## src/rtl/dfs_pkg.sv

```systemverilog
package dfs_pkg;

  // ----------------------------------------------------------------
  // Widths
  // ----------------------------------------------------------------
  localparam int DFS_NUM_W  = 40;
  localparam int DFS_STEP_W = 38;
  localparam int DFS_ADR_W  = 4;
  localparam int DFS_PER_W  = 16;

  // ----------------------------------------------------------------
  // Device register indices on the control port
  // ----------------------------------------------------------------
  localparam logic [3:0] DFS_R_CTRL     = 4'h0;
  localparam logic [3:0] DFS_R_DEV_STEP = 4'h1;
  localparam logic [3:0] DFS_R_FB_NUM   = 4'h2;
  localparam logic [3:0] DFS_R_FB_DEN   = 4'h3;
  localparam logic [3:0] DFS_R_UPDATE   = 4'h4;
  localparam logic [3:0] DFS_R_HOLD_OFS = 4'h5;
  localparam logic [3:0] DFS_R_ANA_BASE = 4'h6;
  localparam logic [3:0] DFS_R_STEP_SZ  = 4'h7;
  localparam logic [3:0] DFS_R_STEP_PER = 4'h8;
  localparam logic [3:0] DFS_R_DIG_EFF  = 4'h9;
  localparam logic [3:0] DFS_R_ANA_EFF  = 4'hA;
  localparam logic [3:0] DFS_R_STATUS   = 4'hB;

  // Control register bit positions
  localparam int DFS_C_DEV_EN   = 0;
  localparam int DFS_C_HIST_EN  = 1;
  localparam int DFS_C_LOOP_EN  = 2;
  localparam int DFS_C_DEN_MODE = 3;
  localparam int DFS_C_DPLL_EN  = 4;
  localparam int DFS_C_PIN_EN   = 5;
  localparam int DFS_CTRL_W     = 6;
  localparam logic [5:0] DFS_CTRL_RST = 6'h00;

  // ----------------------------------------------------------------
  // Host AXI4-Lite byte offsets
  // ----------------------------------------------------------------
  localparam logic [7:0] DFS_A_CMD_ADR = 8'h00;
  localparam logic [7:0] DFS_A_DATA_LO = 8'h04;
  localparam logic [7:0] DFS_A_DATA_HI = 8'h08;
  localparam logic [7:0] DFS_A_GO      = 8'h0C;
  localparam logic [7:0] DFS_A_STATUS  = 8'h10;
  localparam logic [7:0] DFS_A_RD_LO   = 8'h14;
  localparam logic [7:0] DFS_A_RD_HI   = 8'h18;
  localparam logic [7:0] DFS_A_PIN     = 8'h1C;
  localparam logic [1:0] DFS_RESP_OKAY   = 2'h0;
  localparam logic [1:0] DFS_RESP_SLVERR = 2'h2;

  // ----------------------------------------------------------------
  // Pin timing at core_clk
  // ----------------------------------------------------------------
  localparam int DFS_CLK_NS      = 20;
  localparam int DFS_TRIG_MIN_NS = 100;
  localparam int DFS_RATE_MAX_MHZ = 5;
  // Strictly longer than the minimum, so one cycle beyond the quotient
  localparam int DFS_TRIG_HI_CYC = DFS_TRIG_MIN_NS / DFS_CLK_NS + 1;
  localparam int DFS_EVT_PER_CYC =
    (1000 / DFS_RATE_MAX_MHZ) / DFS_CLK_NS + 1;
  localparam logic [7:0] DFS_PULSE_CNT = 8'(DFS_EVT_PER_CYC);
  localparam logic [7:0] DFS_PULSE_LOW =
    8'(DFS_EVT_PER_CYC - DFS_TRIG_HI_CYC);

endpackage : dfs_pkg

```

## src/rtl/dfs_if.sv

```systemverilog
interface dfs_if;
  import dfs_pkg::*;
  logic                 wr_en;
  logic                 rd_en;
  logic [DFS_ADR_W-1:0] addr;
  logic [DFS_NUM_W-1:0] wdata;
  logic [DFS_NUM_W-1:0] rdata;
  logic                 rd_valid;
  logic                 step_trig;
  logic                 step_dir;

  modport dev  (input  wr_en, rd_en, addr, wdata, step_trig, step_dir,
                output rdata, rd_valid);
  modport host (output wr_en, rd_en, addr, wdata, step_trig, step_dir,
                input  rdata, rd_valid);
endinterface : dfs_if

```

## src/rtl/dfs_device.sv

```systemverilog
// What this block does
// [RULE_01] Host enables deviation only while loop locked
// [RULE_02] Hold 38-bit deviation step word
// [RULE_03] Add or subtract step from feedback numerator
// [RULE_04] Update write 0 raises, 1 lowers
// [RULE_05] Trigger pin rising edge applies one step
// [RULE_06] Direction pin 0 positive, 1 negative
// [RULE_07] Trigger high pulse longer than 100 ns
// [RULE_08] Pin step events below 5 MHz
// [RULE_09] Disable restores original programmed numerator
// [RULE_10] Absolute write of full 40-bit numerator
// [RULE_11] Denominator zero means two to forty
// [RULE_12] Digital steering closed loop, analog otherwise
// [RULE_13] Host sets loop enable and denominator mode
// [RULE_14] Analog numerator equals base plus offset
// [RULE_15] Effective analog numerator readable back
// [RULE_16] History mode feeds offset at step rate
// [RULE_17] New offset drops pending steps immediately
// [RULE_18] Completion flag once offset fully applied
// [RULE_19] Software updates accepted regardless of pins
// [RULE_20] Synchronise pins, one update per edge
//
// The implementer's own choices: the AXI4-Lite register port and the register addresses.
module dfs_device
  import dfs_pkg::*;
(
  input  wire logic                 core_clk,
  input  wire logic                 rst,
  dfs_if.dev                        port,
  input  wire logic                 in_holdover,
  output logic      [DFS_NUM_W-1:0] dig_num_eff,
  output logic      [DFS_NUM_W:0]   dig_den_eff,
  output logic      [DFS_NUM_W-1:0] ana_num_eff,
  output logic                      ana_done
);
  // ----------------------------------------------------------------
  // Register decode
  // ----------------------------------------------------------------
  logic [DFS_CTRL_W-1:0] ctrl_q;
  logic [DFS_STEP_W-1:0] step_q;
  logic [DFS_NUM_W-1:0]  fb_num_q;
  logic [DFS_NUM_W-1:0]  fb_den_q;
  logic [DFS_NUM_W-1:0]  hold_ofs_q;
  logic [DFS_NUM_W-1:0]  ana_base_q;
  logic [DFS_NUM_W-1:0]  step_sz_q;
  logic [DFS_PER_W-1:0]  step_per_q;
  logic [DFS_PER_W-1:0]  tick_cnt_q;
  logic [DFS_NUM_W-1:0]  applied_q;
  logic [DFS_NUM_W:0]    remain_q;
  logic [DFS_NUM_W-1:0]  rdata_q;
  logic                  rvalid_q;

  wire wr_any  = port.wr_en;
  wire wr_ctrl = wr_any && port.addr == DFS_R_CTRL;
  wire wr_step = wr_any && port.addr == DFS_R_DEV_STEP;
  wire wr_num  = wr_any && port.addr == DFS_R_FB_NUM;
  wire wr_den  = wr_any && port.addr == DFS_R_FB_DEN;
  wire wr_upd  = wr_any && port.addr == DFS_R_UPDATE;
  wire wr_ofs  = wr_any && port.addr == DFS_R_HOLD_OFS;
  wire wr_base = wr_any && port.addr == DFS_R_ANA_BASE;
  wire wr_ssz  = wr_any && port.addr == DFS_R_STEP_SZ;
  wire wr_sper = wr_any && port.addr == DFS_R_STEP_PER;
  wire wr_stat = wr_any && port.addr == DFS_R_STATUS;

  wire dev_en    = ctrl_q[DFS_C_DEV_EN];
  wire hist_en   = ctrl_q[DFS_C_HIST_EN];
  wire pin_en    = ctrl_q[DFS_C_PIN_EN];
  wire closed    = ctrl_q[DFS_C_DPLL_EN] && !in_holdover;   // [RULE_12]
  // History-mode analog stepping only runs once the host has set up the fractional
  // 40-bit denominator; absolute offset and base writes still change the numerator.
  wire ana_on    = !closed && ctrl_q[DFS_C_LOOP_EN]
                   && ctrl_q[DFS_C_DEN_MODE];               // [RULE_12]

  // ----------------------------------------------------------------
  // Pin capture
  // ----------------------------------------------------------------
  logic [1:0] pin_lvl;
  logic [1:0] pin_rise;

  dfs_pin_sync #(.W(2)) u_sync (                            // [RULE_20]
    .core_clk (core_clk),
    .rst      (rst),
    .pin      ({port.step_dir, port.step_trig}),
    .level    (pin_lvl),
    .rise     (pin_rise)
  );

  // ----------------------------------------------------------------
  // Digital steering
  // ----------------------------------------------------------------
  // Both sources may fire in one cycle; their steps are summed so
  // neither is lost.
  wire [DFS_NUM_W-1:0] step_ext = {2'b00, step_q};          // [RULE_02]
  wire                 sw_hit   = wr_upd;                   // [RULE_19]
  wire                 pin_hit  = pin_en && pin_rise[0];    // [RULE_05]
  wire [DFS_NUM_W-1:0] sw_term  = !sw_hit ? '0 :
    (port.wdata[0] ? -step_ext : step_ext);                 // [RULE_04]
  wire [DFS_NUM_W-1:0] pin_term = !pin_hit ? '0 :
    (pin_lvl[1] ? -step_ext : step_ext);                    // [RULE_06]
  wire [DFS_NUM_W-1:0] dig_next = dig_num_eff + sw_term + pin_term;

  // ----------------------------------------------------------------
  // Analog stepping
  // ----------------------------------------------------------------
  wire                 rem_neg = remain_q[DFS_NUM_W];
  wire [DFS_NUM_W:0]   rem_mag = rem_neg ? -remain_q : remain_q;
  wire [DFS_NUM_W:0]   sz_ext  = {1'b0, step_sz_q};
  wire [DFS_NUM_W:0]   chunk   = (rem_mag > sz_ext) ? sz_ext : rem_mag;
  wire [DFS_NUM_W:0]   chunk_s = rem_neg ? -chunk : chunk;
  wire                 tick    = hist_en && ana_on && remain_q != '0
                                 && tick_cnt_q >= step_per_q; // [RULE_16]
  wire                 finish  = tick && !wr_ofs
                                 && chunk == rem_mag;       // [RULE_18]
  wire                 abs_set = !hist_en && wr_ofs;
  wire [DFS_NUM_W:0]   ofs_ext = {port.wdata[DFS_NUM_W-1], port.wdata};

  // ----------------------------------------------------------------
  // Registers
  // ----------------------------------------------------------------
  always_ff @(posedge core_clk or posedge rst) begin
    if (rst) begin
      ctrl_q     <= DFS_CTRL_RST;
      step_q     <= '0;
      fb_num_q   <= '0;
      fb_den_q   <= '0;
      hold_ofs_q <= '0;
      ana_base_q <= '0;
      step_sz_q  <= '0;
      step_per_q <= '0;
    end else begin
      if (wr_ctrl) ctrl_q     <= port.wdata[DFS_CTRL_W-1:0];
      if (wr_step) step_q     <= port.wdata[DFS_STEP_W-1:0];  // [RULE_02]
      if (wr_num)  fb_num_q   <= port.wdata;                  // [RULE_10]
      if (wr_den)  fb_den_q   <= port.wdata;
      if (wr_ofs)  hold_ofs_q <= port.wdata;
      if (wr_base) ana_base_q <= port.wdata;
      if (wr_ssz)  step_sz_q  <= port.wdata;
      if (wr_sper) step_per_q <= port.wdata[DFS_PER_W-1:0];
    end
  end

  always_ff @(posedge core_clk or posedge rst) begin
    if (rst) begin
      dig_num_eff <= '0;
    end else if (wr_num) begin
      dig_num_eff <= port.wdata;                            // [RULE_10]
    end else if (!dev_en) begin
      dig_num_eff <= fb_num_q;                              // [RULE_09]
    end else if (closed) begin
      dig_num_eff <= dig_next;                              // [RULE_03]
    end
  end

  always_ff @(posedge core_clk or posedge rst) begin
    if (rst) begin
      dig_den_eff <= '0;
    end else begin
      dig_den_eff <= (fb_den_q == '0) ? {1'b1, {DFS_NUM_W{1'b0}}}
                                      : {1'b0, fb_den_q};   // [RULE_11]
    end
  end

  always_ff @(posedge core_clk or posedge rst) begin
    if (rst) begin
      applied_q  <= '0;
      remain_q   <= '0;
      tick_cnt_q <= '0;
    end else if (!hist_en) begin
      applied_q  <= hold_ofs_q;                             // [RULE_14]
      remain_q   <= '0;
      tick_cnt_q <= '0;
    end else if (wr_ofs) begin
      remain_q   <= ofs_ext;                                // [RULE_17]
      tick_cnt_q <= '0;
    end else if (tick) begin
      applied_q  <= applied_q + chunk_s[DFS_NUM_W-1:0];     // [RULE_16]
      remain_q   <= remain_q - chunk_s;
      tick_cnt_q <= '0;
    end else if (remain_q != '0) begin
      tick_cnt_q <= tick_cnt_q + 1'b1;
    end
  end

  // Set wins over the host clear in the same cycle
  always_ff @(posedge core_clk or posedge rst) begin
    if (rst) begin
      ana_done <= 1'b0;
    end else if (finish || abs_set) begin
      ana_done <= 1'b1;                                     // [RULE_18]
    end else if (wr_ofs || (wr_stat && port.wdata[0])) begin
      ana_done <= 1'b0;
    end
  end

  always_ff @(posedge core_clk or posedge rst) begin
    if (rst) begin
      ana_num_eff <= '0;
    end else begin
      ana_num_eff <= ana_base_q + applied_q;                // [RULE_14]
    end
  end

  // ----------------------------------------------------------------
  // Read-back, one cycle after the request
  // ----------------------------------------------------------------
  logic [DFS_NUM_W-1:0] rd_mux;
  always_comb begin
    case (port.addr)
      DFS_R_CTRL:     rd_mux = {34'h0, ctrl_q};
      DFS_R_DEV_STEP: rd_mux = step_ext;
      DFS_R_FB_NUM:   rd_mux = fb_num_q;
      DFS_R_FB_DEN:   rd_mux = fb_den_q;
      DFS_R_HOLD_OFS: rd_mux = hold_ofs_q;
      DFS_R_ANA_BASE: rd_mux = ana_base_q;
      DFS_R_STEP_SZ:  rd_mux = step_sz_q;
      DFS_R_STEP_PER: rd_mux = {24'h0, step_per_q};
      DFS_R_DIG_EFF:  rd_mux = dig_num_eff;
      DFS_R_ANA_EFF:  rd_mux = ana_num_eff;                 // [RULE_15]
      DFS_R_STATUS:   rd_mux = {39'h0, ana_done};
      default:        rd_mux = '0;
    endcase
  end

  always_ff @(posedge core_clk or posedge rst) begin
    if (rst) begin
      rdata_q  <= '0;
      rvalid_q <= 1'b0;
    end else begin
      rvalid_q <= port.rd_en;
      if (port.rd_en) rdata_q <= rd_mux;
    end
  end
  assign port.rdata    = rdata_q;
  assign port.rd_valid = rvalid_q;

endmodule : dfs_device

```

## src/rtl/dfs_pin_sync.sv

```systemverilog
module dfs_pin_sync #(
  parameter int W = 2
) (
  input  wire logic         core_clk,
  input  wire logic         rst,
  input  wire logic [W-1:0] pin,
  output logic      [W-1:0] level,
  output logic      [W-1:0] rise
);
  logic [W-1:0] meta_q;
  logic [W-1:0] sync_q;
  logic [W-1:0] last_q;

  // Edge detect reads only the second and third stages
  for (genvar i = 0; i < W; i++) begin : g_bit
    always_ff @(posedge core_clk or posedge rst) begin
      if (rst) begin
        meta_q[i] <= 1'b0;
        sync_q[i] <= 1'b0;
        last_q[i] <= 1'b0;
      end else begin
        meta_q[i] <= pin[i];
        sync_q[i] <= meta_q[i];
        last_q[i] <= sync_q[i];
      end
    end
    assign rise[i] = sync_q[i] & ~last_q[i];
  end
  assign level = sync_q;
endmodule : dfs_pin_sync

```

## src/flat_wrapper.sv

```systemverilog
// flat-port wrapper written by rule: the top's interface ports become plain ports
module dfs_device_flat import dfs_pkg::*;
  (core_clk, rst, in_holdover, dig_num_eff, dig_den_eff, ana_num_eff, ana_done, port_wr_en, port_rd_en, port_addr, port_wdata, port_step_trig, port_step_dir, port_rdata, port_rd_valid);
  dfs_if port_i ();
  input  wire logic core_clk;
  input  wire logic rst;
  input  wire logic in_holdover;
  output logic      [DFS_NUM_W-1:0] dig_num_eff;
  output logic      [DFS_NUM_W:0] dig_den_eff;
  output logic      [DFS_NUM_W-1:0] ana_num_eff;
  output logic ana_done;
  input wire logic [$bits(port_i.wr_en)-1:0] port_wr_en;
  input wire logic [$bits(port_i.rd_en)-1:0] port_rd_en;
  input wire logic [$bits(port_i.addr)-1:0] port_addr;
  input wire logic [$bits(port_i.wdata)-1:0] port_wdata;
  input wire logic [$bits(port_i.step_trig)-1:0] port_step_trig;
  input wire logic [$bits(port_i.step_dir)-1:0] port_step_dir;
  output wire logic [$bits(port_i.rdata)-1:0] port_rdata;
  output wire logic [$bits(port_i.rd_valid)-1:0] port_rd_valid;
  assign port_i.wr_en = port_wr_en;
  assign port_i.rd_en = port_rd_en;
  assign port_i.addr = port_addr;
  assign port_i.wdata = port_wdata;
  assign port_i.step_trig = port_step_trig;
  assign port_i.step_dir = port_step_dir;
  assign port_rdata = port_i.rdata;
  assign port_rd_valid = port_i.rd_valid;
  dfs_device u_core (.core_clk(core_clk), .rst(rst), .port(port_i), .in_holdover(in_holdover), .dig_num_eff(dig_num_eff), .dig_den_eff(dig_den_eff), .ana_num_eff(ana_num_eff), .ana_done(ana_done));
endmodule
```

## config.mk

```make
export PLATFORM = sky130hd
export DESIGN_NAME = dfs_device_flat
export DESIGN_NICKNAME = d
export VERILOG_FILES = /design/src/rtl/dfs_pkg.sv /design/src/rtl/dfs_if.sv /design/src/rtl/dfs_device.sv /design/src/rtl/dfs_pin_sync.sv /design/src/flat_wrapper.sv
export SDC_FILE = /design/constraint.sdc
export NUM_CORES = 2
export LEC_CHECK = 0
export BUFFER_PORTS_ARGS = -buffer_cell sky130_fd_sc_hd__buf_4
export CAP_MARGIN = 20
export CELL_PAD_IN_SITES_DETAIL_PLACEMENT = 1
export CELL_PAD_IN_SITES_GLOBAL_PLACEMENT = 1
export CORE_MARGIN = 2
export CORE_UTILIZATION = 40
export CTS_BUF_LIST = sky130_fd_sc_hd__clkbuf_8
export CTS_CLUSTER_DIAMETER = 120
export DETAILED_ROUTE_END_ITERATION = 6
export PLACE_DENSITY_LB_ADDON = 0.08
export RECOVER_POWER = 100
export SKIP_CTS_REPAIR_TIMING = 1
export SYNTH_ARGS = -nofsm -noshare
export SYNTH_HDL_FRONTEND = slang
export SYNTH_HIERARCHICAL = 1
export SYNTH_SLANG_ARGS = --single-unit
```

## constraint.sdc

```tcl
create_clock -name core_clk -period 29.1 [get_ports core_clk]
set_input_delay 8.73 -clock core_clk [delete_from_list [all_inputs] [get_ports core_clk]]
set_output_delay 8.73 -clock core_clk [all_outputs]
set_load 0.005 [all_outputs]
```

==> metrics.txt <==
outcome complete, but fails checks; failing checks capacitance limit, slew limit; DIE HEIGHT 307 um; CTS tree built; Syn. warnings 6; Initial Utilization around two fifths; post-layout minimum cycle time ~18 ns; overall via count from detail_route about 32000; htree depth 3; Syn-to-layout area delta 12.0%; Worst EP arrival about 19 ns; proportion of layout cells with a drive suffix above 1 roughly 14%; pin count of the biggest net entering global routing 132; clock latency on the worst-skew pair approximately 0.77 ns; fill count around 11000; Worst VDD drop around 0.000047 V; Avg Inst Size Synth 8.96 sq um; Final Cycle Share 62.9%; first-iteration detailed-routing DRC count ~2500; Num CTS Buffers 97; CTS Buffer Depth 3; Cell Rows about 110; placed inst area between 30000 and 40000 sq um; CTS sink count between 500 and 600; reported max-cap violation count 27; Core Footprint between 90000 and 100000 sq um; Tot Pwr 3.25 mW; Critical Path Sink Type async pin; clk root buf clkbuf_8; die width just over 300 um; Cells after Synth about 4000; post-DR vias/cell roughly 5.9; FF-to-FF End u_core/applied_q[39]; Slew @ Worst Pin slightly above 6 ns; vias in the first global route 33200; finished layout cell area ~41000 sq um; final setup fails 0; WHS Endpoint u_core/u_sync/level[1]; die area ~94000 sq um; Clock Skew about 0.039 ns; HPWL after DPL 110 mm; Max FO, Critical Path around 130; WHS Path Cells 0; most frequent cells in the layout 522 x nand2_1, 522 x dfrtp_1, 290 x nor2_1; first-pass GRT wire length 218 mm; NumNets Final ~4500; Total GRT Usage a little under a third; remaining routing DRC violations 0; initial antenna violation count 3; Slew Viols, Final 1242; Post-Route Setup TNS 0 ns; total gr overflow 0; worst reg-to-reg path cell count 35; Slew HR -305%; R2R Setup Slk 17.69 ns; GPL Wtd Cong a little over 0.9; r2r startpoint u_core/remain_q[7]; syn nets around 4400; CTS clk-pin slew, worst paths around 0.060 ns; CP dominant cell by count clkbuf_1; RSZ-0062 raised after global routing no; Critical Path RT 29.85 ns; Synth Cell Area 36700 sq um; Setup CP Type in2async; Critical Path Max Stage Delay 3.31 ns; Port Buf Inserts 213; IO Count 214; Hold Violations, Final 0; Pwr Density 79.2 nW/um^2; Lkg Pwr 19.2 nW; drt wl/cell roughly 27 um; crit start category primary input; worst-path cell chain clkbuf_1, clkinvlp_2, clkbuf_1, clkbuf_1, buf_4, buf_4; Post-Route WL 146 mm; Achievable Freq 0.0546 GHz; Slowest-stage cell, CP clkinvlp_2; top flop regs u_core/dig_den_eff x41, u_core/remain_q x41; drt pass-1 iters 5; hold wc startpoint u_core/u_sync/meta_q[1]; Routed Antenna Nets 0; worst hold path type reg2reg
layout make-up:
cell class	instances	area (sq um)	share of cell area [%]
Antenna cell	5	12.5	0.0305
Clock buffer	126	1730	4.22
Clock inverter	49	383	0.932
Inverter	216	812	1.98
Multi-Input combinational cell	3096	21800	53.0
Sequential cell	525	13100	32.0
Tap cell	1186	1480	3.61
Timing Repair Buffer	263	1720	4.20
worst max path at each step:
stage / from / end / cells past startpoint
after detailed placement: port_addr[3] / u_core/dig_num_eff[37] / 22
final: rst / u_core/remain_q[18] / 6
after global routing: rst / u_core/remain_q[19] / 6
after global placement: port_addr[3] / u_core/dig_num_eff[37] / 22
after CTS: port_addr[3] / u_core/dig_num_eff[37] / 22
after floorplan: rst / u_core/ana_base_q[0] / 1
per-layer routing:
metal	track usage (%)	vias up	routed length [um]
li1	-	14800	-
met1	39.4	16300	61100
met2	52.7	862	71200
met3	4.29	258	7050
met4	12.3	0	6310
met5	0	-	0
report_power, final:
| part | internal [mW] | switching [mW] |
|---|---|---|
| Sequential | 0.912 | 0.295 |
| Combinational | 0.553 | 0.702 |
| Clock | 0.441 | 0.350 |
critical path, delay by kind of cell:
family | cells | cell delay (ns)
buffers and inverters | 6 | 10.14
through the flow:
stage	cells	utilization, %	worst slack (ns)	hold slack, ns
final	5466	45.0	10.80	0.348
after global routing	5463	45.0	8.94	0.360
after CTS	5458	45.3	16.14	0.350
after detailed placement	5283	43.0	15.33	0.336
after global placement	5283	43.0	15.39	0.334
after floorplan	4091	-	5.84	0.331
(Power assumes the default switching activity.)
